**src/verilog/gcw_pkg.sv**
```systemverilog
// Package with register map, field layout and reset values for group control.
package gcw_pkg;
  // ****************************************************
  // Register byte addresses.
  // ****************************************************
  localparam logic [7:0] ADDR_GROUP_CMD = 8'h00;
  localparam logic [7:0] ADDR_ALARM_IMG = 8'h04;
  localparam logic [7:0] ADDR_ALARM_ACK = 8'h08;
  localparam logic [7:0] ADDR_CONFIG = 8'h0C;
  localparam logic [7:0] ADDR_IRQ_STATUS = 8'h10;
  localparam logic [7:0] ADDR_IRQ_ENABLE = 8'h14;
  localparam logic [7:0] ADDR_IRQ_CLEAR = 8'h18;
  localparam logic [7:0] ADDR_EVENT_LOG = 8'h1C;
  // ****************************************************
  // Field positions and codes.
  // ****************************************************
  localparam int MASK_LSB = 0;
  localparam int CMD_LSB = 8;
  localparam int TRIG_BIT = 15;
  localparam logic [6:0] CMD_UNFREEZE = 7'h04;
  localparam logic [6:0] CMD_FREEZE = 7'h08;
  localparam logic [6:0] CMD_UNSYNC = 7'h10;
  localparam logic [6:0] CMD_SYNC = 7'h20;
  localparam int CFG_CLEAR_ON_LOSS = 0;
  localparam int CFG_FAULT_REPORT = 1;
  localparam int IRQ_SENT = 0;
  localparam int IRQ_ALARM = 1;
  localparam int IRQ_STATION_EV = 2;
  localparam int IRQ_BAD_CMD = 3;
  localparam int NUM_IRQ = 4;
  localparam int NUM_STATIONS = 128;
  // ****************************************************
  // Reset values.
  // ****************************************************
  localparam logic [15:0] GROUP_CMD_RESET = 16'h0000;
  localparam logic [1:0] CONFIG_RESET = 2'h2;
  localparam logic [31:0] ALARM_IMG_RESET = 32'h0000_0000;
endpackage

```
**src/verilog/trig_edge.sv**
```systemverilog
// Toggle detector that turns any change of a level into a one-cycle pulse.
`timescale 1ns/1ns
module trig_edge (
  // Clock and reset
  input wire logic clk_i,
  input wire logic rst_b_i,
  // Level in, pulse out
  input wire logic level_i,
  output logic pulse_o
);
  logic last_level;

  always_ff @(posedge clk_i or negedge rst_b_i) begin
    if (!rst_b_i) begin
      last_level <= 1'b0;
    end else begin
      last_level <= level_i;
    end
  end

  assign pulse_o = level_i ^ last_level;
endmodule

```
**src/verilog/station_loss.sv**
```systemverilog
// Tracks one station's link state and emits loss and re-establish pulses.
`timescale 1ns/1ns
module station_loss (
  // Clock and reset
  input wire logic clk_i,
  input wire logic rst_b_i,
  // Link health, synchronised
  input wire logic alive_i,
  // Events
  output logic lost_o,
  output logic regained_o
);
  logic was_alive;

  // Starts as alive, matching the synchroniser's reset value, so that leaving
  // reset never looks like a re-established link.
  always_ff @(posedge clk_i or negedge rst_b_i) begin
    if (!rst_b_i) begin
      was_alive <= 1'b1;
    end else begin
      was_alive <= alive_i;
    end
  end

  assign lost_o = was_alive & ~alive_i;
  assign regained_o = ~was_alive & alive_i;
endmodule

```
**src/verilog/group_control.sv**
```systemverilog
// Group command word, alarm status image and station loss handling, on APB.
// Functional notes
// - Low byte of the command word is a group mask, bit n selects group n.
// - High byte holds command code: unfreeze 04, freeze 08, unsync 10, sync 20.
// - Every change of bit 15, rising or falling, sends the command once.
// - The command word is 16 bits and always has a fixed location.
// - At a scan start with no alarm outstanding (or one being serviced), the 32-bit alarm image gets a pending station address.
// - Only one alarm station is reported; others wait until it is serviced.
// - On station loss inputs hold last values by default, or read cleared.
// - With fault reporting enabled, loss and re-establish events are logged.
`timescale 1ns/1ns
module group_control
  import gcw_pkg::*;
(
  // Clock and reset
  input wire logic clk_i,
  input wire logic rst_b_i,
  // APB slave
  input wire logic psel,
  input wire logic penable,
  input wire logic pwrite,
  input wire logic [7:0] paddr,
  input wire logic [31:0] pwdata,
  output logic [31:0] prdata,
  output logic pready,
  output logic pslverr,
  // Global control command to the bus engine
  output logic send_o,
  output logic [7:0] send_groups_o,
  output logic [6:0] send_cmd_o,
  // Scan and alarm sources
  input wire logic scan_start_i,
  input wire logic [NUM_STATIONS-1:0] alarm_pend_i,
  input wire logic comm_request_i,
  input wire logic [7:0] comm_request_task_i,
  output logic [NUM_STATIONS-1:0] alarm_serviced_o,
  // Station health pins and input data policy
  input wire logic [NUM_STATIONS-1:0] station_alive_i,
  input wire logic [6:0] data_station_i,
  input wire logic [15:0] data_raw_i,
  output logic [15:0] data_o,
  // Interrupt
  output logic irq_o
);
  // ****************************************************
  // Register storage.
  // ****************************************************
  logic [15:0] group_command_word;
  logic [31:0] alarm_pending_image;
  logic [1:0] lost_station_input_policy;
  logic [NUM_IRQ-1:0] irq_status;
  logic [NUM_IRQ-1:0] irq_enable;
  logic [7:0] event_station;
  logic event_was_loss;
  logic alarm_busy;
  logic [6:0] alarm_station;
  logic [NUM_STATIONS-1:0] alive_s1;
  logic [NUM_STATIONS-1:0] alive_s2;
  logic [NUM_STATIONS-1:0] held_stations;

  // ****************************************************
  // Bus decode.
  // ****************************************************
  wire access = psel & penable;
  wire wr = access & pwrite;
  wire wr_cmd = wr & (paddr == ADDR_GROUP_CMD);
  wire wr_ack = wr & (paddr == ADDR_ALARM_ACK);
  wire wr_cfg = wr & (paddr == ADDR_CONFIG);
  wire wr_ien = wr & (paddr == ADDR_IRQ_ENABLE);
  wire wr_clr = wr & (paddr == ADDR_IRQ_CLEAR);
  wire known = (paddr == ADDR_GROUP_CMD) | (paddr == ADDR_ALARM_IMG) |
               (paddr == ADDR_ALARM_ACK) | (paddr == ADDR_CONFIG) |
               (paddr == ADDR_IRQ_STATUS) | (paddr == ADDR_IRQ_ENABLE) |
               (paddr == ADDR_IRQ_CLEAR) | (paddr == ADDR_EVENT_LOG);
  assign pready = 1'b1;
  assign pslverr = access & ~known;

  // ****************************************************
  // Group command word and trigger.
  // ****************************************************
  wire [7:0] cmd_byte = group_command_word[15:CMD_LSB];
  wire [6:0] cmd_code = cmd_byte[6:0];
  wire trig_pulse;
  wire cmd_legal = (cmd_code == CMD_UNFREEZE) | (cmd_code == CMD_FREEZE) |
                   (cmd_code == CMD_UNSYNC) | (cmd_code == CMD_SYNC);

  always_ff @(posedge clk_i or negedge rst_b_i) begin
    if (!rst_b_i) begin
      group_command_word <= GROUP_CMD_RESET;
    end else if (wr_cmd) begin
      group_command_word <= pwdata[15:0];
    end
  end

  // Both edges of bit 15 count, so the detector flags any difference.
  trig_edge u_trig (
    .clk_i(clk_i),
    .rst_b_i(rst_b_i),
    .level_i(group_command_word[TRIG_BIT]),
    .pulse_o(trig_pulse)
  );

  // Illegal codes are still sent; the bad-command flag lets software see it.
  always_ff @(posedge clk_i or negedge rst_b_i) begin
    if (!rst_b_i) begin
      send_o <= 1'b0;
      send_groups_o <= 8'h00;
      send_cmd_o <= 7'h00;
    end else begin
      send_o <= trig_pulse;
      if (trig_pulse) begin
        send_groups_o <= group_command_word[7:MASK_LSB];
        send_cmd_o <= cmd_code;
      end
    end
  end

  // ****************************************************
  // Alarm status image.
  // ****************************************************
  // The station being serviced still shows its alarm this cycle; leave it
  // out so that a scan start in the same cycle reports the next one.
  wire [NUM_STATIONS-1:0] pend_now = alarm_pend_i & ~alarm_serviced_o;
  logic [6:0] first_pend;
  logic any_pend;
  always_comb begin
    first_pend = 7'h00;
    any_pend = 1'b0;
    for (int i = NUM_STATIONS - 1; i >= 0; i--) begin
      if (pend_now[i]) begin
        first_pend = 7'(i);
        any_pend = 1'b1;
      end
    end
  end

  wire task9 = comm_request_i & (comm_request_task_i == 8'h09);
  wire service = alarm_busy & (task9 | wr_ack);
  wire load_alarm = scan_start_i & any_pend & (~alarm_busy | service);

  always_ff @(posedge clk_i or negedge rst_b_i) begin
    if (!rst_b_i) begin
      alarm_busy <= 1'b0;
      alarm_station <= 7'h00;
      alarm_pending_image <= ALARM_IMG_RESET;
    end else if (load_alarm) begin
      alarm_busy <= 1'b1;
      alarm_station <= first_pend;
      alarm_pending_image <= {25'h000_0000, first_pend};
    end else if (service) begin
      alarm_busy <= 1'b0;
      alarm_pending_image <= ALARM_IMG_RESET;
    end
  end

  always_comb begin
    alarm_serviced_o = '0;
    alarm_serviced_o[alarm_station] = service;
  end

  // ****************************************************
  // Station health, loss policy and event log.
  // ****************************************************
  // Links are taken as up out of reset, so no false events follow reset.
  always_ff @(posedge clk_i or negedge rst_b_i) begin
    if (!rst_b_i) begin
      alive_s1 <= '1;
      alive_s2 <= '1;
    end else begin
      alive_s1 <= station_alive_i;
      alive_s2 <= alive_s1;
    end
  end

  wire [NUM_STATIONS-1:0] lost_ev;
  wire [NUM_STATIONS-1:0] back_ev;
  for (genvar s = 0; s < NUM_STATIONS; s++) begin : g_st
    station_loss u_st (
      .clk_i(clk_i),
      .rst_b_i(rst_b_i),
      .alive_i(alive_s2[s]),
      .lost_o(lost_ev[s]),
      .regained_o(back_ev[s])
    );
  end

  logic [6:0] ev_idx;
  logic ev_any;
  always_comb begin
    ev_idx = 7'h00;
    ev_any = 1'b0;
    for (int i = NUM_STATIONS - 1; i >= 0; i--) begin
      if (lost_ev[i] | back_ev[i]) begin
        ev_idx = 7'(i);
        ev_any = 1'b1;
      end
    end
  end
  wire fault_on = lost_station_input_policy[CFG_FAULT_REPORT];
  wire log_ev = ev_any & fault_on;

  always_ff @(posedge clk_i or negedge rst_b_i) begin
    if (!rst_b_i) begin
      lost_station_input_policy <= CONFIG_RESET;
      event_station <= 8'h00;
      event_was_loss <= 1'b0;
      held_stations <= '0;
    end else begin
      if (wr_cfg) begin
        lost_station_input_policy <= pwdata[1:0];
      end
      if (log_ev) begin
        event_station <= {1'b0, ev_idx};
        event_was_loss <= lost_ev[ev_idx];
      end
      held_stations <= ~alive_s2;
    end
  end

  wire clear_lost = lost_station_input_policy[CFG_CLEAR_ON_LOSS];
  wire station_down = held_stations[data_station_i];
  // Hold-last mode keeps data_o at its last value while the selected station is down.
  always_ff @(posedge clk_i or negedge rst_b_i) begin
    if (!rst_b_i) begin
      data_o <= 16'h0000;
    end else if (station_down & clear_lost) begin
      data_o <= 16'h0000;
    end else if (!station_down) begin
      data_o <= data_raw_i;
    end
  end

  // ****************************************************
  // Interrupts: set wins over clear.
  // ****************************************************
  wire [NUM_IRQ-1:0] irq_set = {trig_pulse & ~cmd_legal, log_ev,
                                load_alarm, send_o};
  wire [NUM_IRQ-1:0] irq_clr = wr_clr ? pwdata[NUM_IRQ-1:0] : '0;

  always_ff @(posedge clk_i or negedge rst_b_i) begin
    if (!rst_b_i) begin
      irq_status <= '0;
      irq_enable <= '0;
    end else begin
      irq_status <= (irq_status & ~irq_clr) | irq_set;
      if (wr_ien) begin
        irq_enable <= pwdata[NUM_IRQ-1:0];
      end
    end
  end
  assign irq_o = |(irq_status & irq_enable);

  // ****************************************************
  // Read data.
  // ****************************************************
  always_comb begin
    prdata = 32'h0000_0000;
    unique case (paddr)
      ADDR_GROUP_CMD: prdata = {16'h0000, group_command_word};
      ADDR_ALARM_IMG: prdata = alarm_pending_image;
      ADDR_CONFIG: prdata = {30'h0000_0000, lost_station_input_policy};
      ADDR_IRQ_STATUS: prdata = {28'h000_0000, irq_status};
      ADDR_IRQ_ENABLE: prdata = {28'h000_0000, irq_enable};
      ADDR_EVENT_LOG: prdata = {23'h00_0000, event_was_loss, event_station};
      default: prdata = 32'h0000_0000;
    endcase
  end
endmodule

```
**config.mk**
```make
export PLATFORM = sky130hd
export DESIGN_NAME = group_control
export DESIGN_NICKNAME = d
export VERILOG_FILES = /design/src/verilog/gcw_pkg.sv /design/src/verilog/trig_edge.sv /design/src/verilog/station_loss.sv /design/src/verilog/group_control.sv
export SDC_FILE = /design/constraint.sdc
export NUM_CORES = 1
export LEC_CHECK = 0
export ABC_AREA = 0
export BUFFER_PORTS_ARGS = -buffer_cell sky130_fd_sc_hd__buf_4
export CAP_MARGIN = 20
export CELL_PAD_IN_SITES_DETAIL_PLACEMENT = 0
export CELL_PAD_IN_SITES_GLOBAL_PLACEMENT = 1
export CORE_ASPECT_RATIO = 0.7
export CORE_UTILIZATION = 35
export DETAILED_ROUTE_END_ITERATION = 16
export GPL_TIMING_DRIVEN = 0
export PLACE_DENSITY_LB_ADDON = 0.1
export SYNTH_ARGS = -nofsm -noshare
export SYNTH_HDL_FRONTEND = slang
export SYNTH_SLANG_ARGS = --single-unit
```
**constraint.sdc**
```tcl
create_clock -name clk_i -period 4.26 [get_ports clk_i]
set_input_delay 0.639 -clock clk_i [delete_from_list [all_inputs] [get_ports clk_i]]
set_output_delay 0.639 -clock clk_i [all_outputs]
set_load 0.1 [all_outputs]
```
==> results.sh, run 1 <==
export IMPL_status="complete, but fails checks"
export IMPL_failed_checks="negative setup slack"
export IMPL_p_leak_nw=15.8
export IMPL_max_vdd_ir_drop_v=0.000290
export IMPL_cts_tree="done"
export IMPL_post_synth_top_count_cell="dfstp_2"
export IMPL_synthTopCellsByArea="dfstp_2 (37%), dfrtp_1 (19%), ha_1 (5.8%)"
export IMPL_period_share_pct=101
export IMPL_track_usage_pct=28.9
export IMPL_synth_top_area_share_pct=36.8
export IMPL_die_y_um=236
export IMPL_required_ps=4710
export IMPL_grt_overflow=0
export IMPL_dp_slack_ps=-2230
export IMPL_cts_sinks=594
export IMPL_cts_buffer_depth=3
export IMPL_min_period_ps=4300
export IMPL_post_dp_cell_area_um2=33000
export IMPL_drive_gt1_share_pct=46.2
export IMPL_powerDensity_nw_per_um2=363
export IMPL_r2r_slack_ps=-40
export IMPL_grt_pass1_vias=22187
export IMPL_min_path_type="in2reg"
export IMPL_finalHoldViolations=0
export IMPL_finalSetupViolCount=3
export IMPL_cts_root_buf="clkbuf_16"
export IMPL_holdWs_ps=140
export IMPL_path_class="reg2reg"
export IMPL_syn_area_per_cell_um2=11.2
export IMPL_wirelength_um=118000
export IMPL_rsz0062_at_grt="yes"
export IMPL_nNetsFinal=3541
export IMPL_synth_top_cell_by_area="dfstp_2"
export IMPL_ys_types=77
export IMPL_crit_arrival_ps=4760
export IMPL_design_area_um2=36500
export IMPL_cp_end_kind="flip-flop"
export IMPL_hpwl_um=95800
export IMPL_worst_slew_pin_transition_ps=1060
export IMPL_max_freq_mhz=232
export IMPL_area_growth_pct=32.8
export IMPL_cap_violations=0
export IMPL_boundaryPins=529
export IMPL_path_max_fanout=6
export IMPL_ant_nets=0
export IMPL_whs_path_depth=1
export IMPL_yosys_warnings=0
export IMPL_cp_start_kind="flip-flop"
export IMPL_ys_flop_type="dfstp_2"
export IMPL_yosysSeqAreaShare_pct=55.9
export IMPL_grt_pass1_wl_um=164000
export IMPL_antenna_found_initial=9
export IMPL_start_util_pct=35.5
export IMPL_drt_vias_per_instance=5.56
export IMPL_coreArea_um2=77300
export IMPL_clk_pin_slew_worst_paths_ps=70
export IMPL_htree_levels=2
export IMPL_finalPower_mw=13.2
export IMPL_finClkSkew_ps=27.2
export IMPL_die_area_um2=79600
export IMPL_synth_seq_cells=594
export IMPL_relSlewSlack_pct=29.3
export IMPL_synthTopCellsByCount="dfstp_2 (385), dfrtp_1 (209), nor2_1 (207), inv_1 (197), nand2_1 (170)"
export IMPL_vias=23198
export IMPL_wl_per_cell_um=28.2
export IMPL_drcViolationCount=0
export IMPL_gp_congestion=1.02
export IMPL_numPortBuffers=491
export IMPL_cts_made_buffers=51
export IMPL_fin_ws_ps=-43.8
export IMPL_grt_max_degree=134
export IMPL_rows=85
export IMPL_insertion_delay_ps=600
export IMPL_synth_edf_count=0
export IMPL_drt_pre_antenna_iters=7
export IMPL_netlist_area_um2=27500
export IMPL_die_w_um=337
export IMPL_finalMaxSlewViolations=0
export IMPL_r2r_cells=14
export IMPL_drt_iter0_markers=2420
export IMPL_async_flop_share_pct=100
export IMPL_syn_inst=2447
==> final timing paths <==
path | startpoint | to
setup / recovery | alive_s2[100] | event_was_loss
min in group asynchronous | rst_b_i | held_stations[127]
hold / removal | station_alive_i[44] | alive_s1[44]
setup reg to reg | alive_s2[100] | event_was_loss
hold reg to reg | alive_s1[13] | alive_s2[13]
max in group asynchronous | rst_b_i | held_stations[54]
==> power by group <==
group          total (mW)  internal, mW  switching [mW]  leakage [nW]
Sequential           6.26          6.10           0.159          6.61
Combinational        2.35         0.816            1.54          8.36
Clock                4.61          2.50            2.12         0.814
==> layout make-up <==
class	instances	area [um^2]
Inverter	197	743
Multi-Input combinational cell	1557	12300
Buffer	108	676
Tap cell	1044	1310
Fill cell	7190	40800
Antenna cell	8	20.0
Clock buffer	76	1480
Sequential cell	594	15300
Clock inverter	19	159
Timing Repair Buffer	570	4480
==> critical path: stages (launching register included) <==
cell,delay [ps]
dfstp_2,560
inv_2,60
ha_4,280
nand4_1,230
a311o_1,510
o211ai_1,410
a31oi_1,200
or3_4,440
buf_4,150
nand2b_1,250
a21oi_1,160
o21ai_0,110
a311oi_2,460
a31o_2,240
o211ai_1,100
==> metal layers <==
metal  GRT usage (%)  part of all wire, %  up-vias
met5               0                0.022        -
met2            37.0                   38     1099
li1                -                    -    10029
met1            49.7                   52    11959
met4            4.26                  1.1        4
met3            5.03                  8.7      107
==> repair_timing <==
| item | 4_1_cts | 5_1_grt |
|---|---|---|
| pin swaps | 39 | 50 |
| setup buffers | 27 | 27 |
| endpoints found under the setup margin | 111 | 67 |
| gates resized for setup | 197 | 146 |
| cloned | 0 | 0 |
| hold buffers | 0 | 0 |
==> sequential cells by signal, indices dropped and copies added (netlist names) <==
signal,cells
alarm_busy,1
alarm_pending_image,7
alarm_station,7
alive_s1,128
alive_s2,128
data_o,16
event_station,7
event_was_loss,1
g_st.u_st.was_alive,128
group_command_word,16
held_stations,128
irq_enable,4
irq_status,4
lost_station_input_policy,2
send_cmd_o,7
send_groups_o,8
send_o,1
u_trig.last_level,1
==> cells by family (layout without fill, tap and decap cells) <==
group,after synthesis,after routing,synth area share [%]
buffers and inverters,311,970,4.58
AO/OA/AOI/OAI,489,489,12.0
adder cells (fa/ha/maj),128,128,5.83
AND/OR/NAND/NOR,768,768,13.9
XOR/XNOR,2,2,0.0638
multiplexers,153,153,7.67
other,2,25,0.0273
flip-flops,594,594,55.9
==> placed cells by master, fill, tap and decap left out, drive strengths merged, types with 67 or more instances in the layout <==
cell,Yosys,routed
nor3,67,67
mux2i,70,70
dfrtp,209,209
buf,42,617
a21oi,72,72
ha,128,128
inv,197,204
nand2,170,170
nor2,207,207
o21ai,136,136
dfstp,385,385
clkbuf,72,136
==> metrics by stage <==
step	TNS [ps]	std cells	util, %
floorplan	-7960	2462	-
global placement	-1293430	3997	42.3
detailed placement	-79700	4021	42.7
CTS	0	4138	46.1
global route	-227	4171	47.2
finish	-84.7	4173	47.2
No activity file was read; power rests on OpenSTA's default activity.
==> inputs of run 2 (changes only) <==
--- a/config.mk
+++ b/config.mk
@@ -10,10 +10,9 @@
 export CAP_MARGIN = 20
 export CELL_PAD_IN_SITES_DETAIL_PLACEMENT = 0
 export CELL_PAD_IN_SITES_GLOBAL_PLACEMENT = 1
-export CORE_ASPECT_RATIO = 0.7
+export CORE_ASPECT_RATIO = 1.1
 export CORE_UTILIZATION = 35
 export DETAILED_ROUTE_END_ITERATION = 16
-export GPL_TIMING_DRIVEN = 0
 export PLACE_DENSITY_LB_ADDON = 0.1
 export SYNTH_ARGS = -nofsm -noshare
 export SYNTH_HDL_FRONTEND = slang
==> constraint.sdc (replaced) <==
create_clock -name clk_i -period 4.26 [get_ports clk_i]
set_input_delay 0.639 -clock clk_i [delete_from_list [all_inputs] [get_ports clk_i]]
set_output_delay 0.639 -clock clk_i [all_outputs]
set_load 0.01 [all_outputs]
==> results.sh, run 2 (synthesized netlist as in run 1, its figures left out) <==
export IMPL_vias=23112
export IMPL_swShare_pct=25.2
export IMPL_gp_congestion=1.02
export IMPL_htree_levels=2
export IMPL_clk_pin_slew_worst_paths_ps=60
export IMPL_finalPower_mw=13.4
export IMPL_final_common_cell="buf_4"
export IMPL_status="complete, no violations"
export IMPL_area_growth_pct=37.8
export IMPL_final_core_util_pct=48.8
export IMPL_grt_max_degree=96
export IMPL_comb_power_share_pct=14.4
export IMPL_cp_end_kind="flip-flop"
export IMPL_die_w_um=269
export IMPL_max_freq_mhz=243
export IMPL_required_ps=4740
export IMPL_cts_tree="done"
export IMPL_grt_pass1_vias=23760
export IMPL_drt_pre_antenna_iters=6
export IMPL_die_y_um=296
export IMPL_path_class="reg2reg"
export IMPL_wl_per_cell_um=24.4
export IMPL_wirelength_um=109000
export IMPL_rsz0062_at_grt="yes"
export IMPL_cp_start_kind="flip-flop"
export IMPL_min_period_ps=4120
export IMPL_crit_arrival_ps=4600
export IMPL_finalSetupViolCount=0
export IMPL_cts_root_buf="clkbuf_16"
export IMPL_p_leak_nw=17.3
export IMPL_drcViolationCount=0
export IMPL_numPortBuffers=495
export IMPL_finalHoldViolations=0
export IMPL_cts_sinks=594
export IMPL_drive_gt1_share_pct=46.3
export IMPL_boundaryPins=529
export IMPL_start_util_pct=35.4
export IMPL_p_sw_mw=3.38
export IMPL_ant_nets=0
export IMPL_cap_violations=0
export IMPL_finClkSkew_ps=37.2
export IMPL_insertion_delay_ps=630
export IMPL_antenna_found_initial=5
export IMPL_finalMaxSlewViolations=0
export IMPL_clkPwrFrac_pct=39.0
export IMPL_coreArea_um2=77500
export IMPL_rows=107
export IMPL_path_max_fanout=6
export IMPL_die_area_um2=79600
export IMPL_cts_buffer_depth=3
export IMPL_pwr_share_seq_pct=46.7
export IMPL_cts_made_buffers=58
export IMPL_drt_vias_per_instance=5.20
export IMPL_powerDensity_nw_per_um2=355
export IMPL_max_vdd_ir_drop_v=0.000554
export IMPL_post_cts_setup_buffers=0
export IMPL_drt_iter0_markers=1843
export IMPL_whs_path_depth=1
export IMPL_worst_slew_pin_transition_ps=925
export IMPL_r2r_cells=16
export IMPL_nNetsFinal=3822
export IMPL_hpwl_um=88500
export IMPL_nFillCells=7127
export IMPL_relSlewSlack_pct=37.7
export IMPL_track_usage_pct=26.9
export IMPL_grt_pass1_wl_um=158000
export IMPL_grt_overflow=0
export IMPL_min_path_type="in2reg"
export IMPL_period_share_pct=96.7
export IMPL_final_cell_mix="buf_4 (931), dfstp_2 (385), dfrtp_1 (209)"
export IMPL_internal_power_mw=10.1
run 2: layer usage:
layer	vias to the layer above	track usage, %	part of all wire, %
met3	147	3.63	5.0
li1	10571	-	-
met5	-	0	0.014
met1	11639	34.3	42
met4	2	8.84	3.3
met2	753	47.1	50
run 2: what timing repair did:
| action | in CTS | in global routing |
|---|---|---|
| pin swaps | 1 | 2 |
| cloned | 1 | 0 |
| gates resized for setup | 13 | 17 |
| hold buffers | 0 | 0 |
| endpoints found under the setup margin | 1 | 6 |
run 2: worst paths after layout:
kind | startpoint | endpoint | slack [ps]
worst max-delay path | alive_s2[108] | event_was_loss | 140
worst min-delay path | station_alive_i[105] | alive_s1[105] | 110
worst max register to register | alive_s2[108] | event_was_loss | 140
worst min register to register | alive_s1[120] | alive_s2[120] | 340
max in group asynchronous | rst_b_i | alive_s2[23] | 3210
min in group asynchronous | rst_b_i | alive_s1[84] | 410
run 2: per-stage QoR:
stage	instances	worst slack [ps]	area [um^2]	hold slack (ps)	TNS [ps]
2_1_floorplan	2462	214	27500	343	0
3_3_place_gp	4333	-540	35700	346	-4990
3_5_place_dp	4333	-548	35700	347	-5610
4_1_cts	4442	17.6	37800	77.6	0
5_1_grt	4444	-28.4	37800	80.1	-28.4
6_report	4446	142	37900	114	0
run 2: cell type report:
cell class | count | area [um^2] | share of cell area [%]
antenna | 3 | 7.51 | 0.0198
tap | 1035 | 1290 | 3.42
clock buffer | 85 | 1730 | 4.57
clock inverter | 23 | 262 | 0.691
timing repair buffer | 952 | 7390 | 19.5
multi-input combinational | 1557 | 11100 | 29.3
sequential | 594 | 15300 | 40.5
inverter | 197 | 739 | 1.95
run 2: power groups by stage:
stage	logic [mW]	registers (mW)	clock network (mW)
floorplan	0.820	6.31	0
global placement	1.88	6.35	0
detailed placement	1.90	6.36	0
CTS	1.93	6.28	5.40
global route	2.10	6.30	5.63
finish	1.93	6.27	5.23
run 2: worst max-delay path, stage by stage, from the launching register on:
cell      delay [ps]
dfstp_2          540
inv_1             50
ha_1             330
nand2b_1         120
a21boi_1          80
or4_1            540
o221ai_2         280
a211o_4          230
a211o_4          210
buf_4            210
mux2_2           350
nor2_1            80
a21oi_1           50
buf_4            150
o211ai_1         420
a31o_2           240
o211ai_1          90
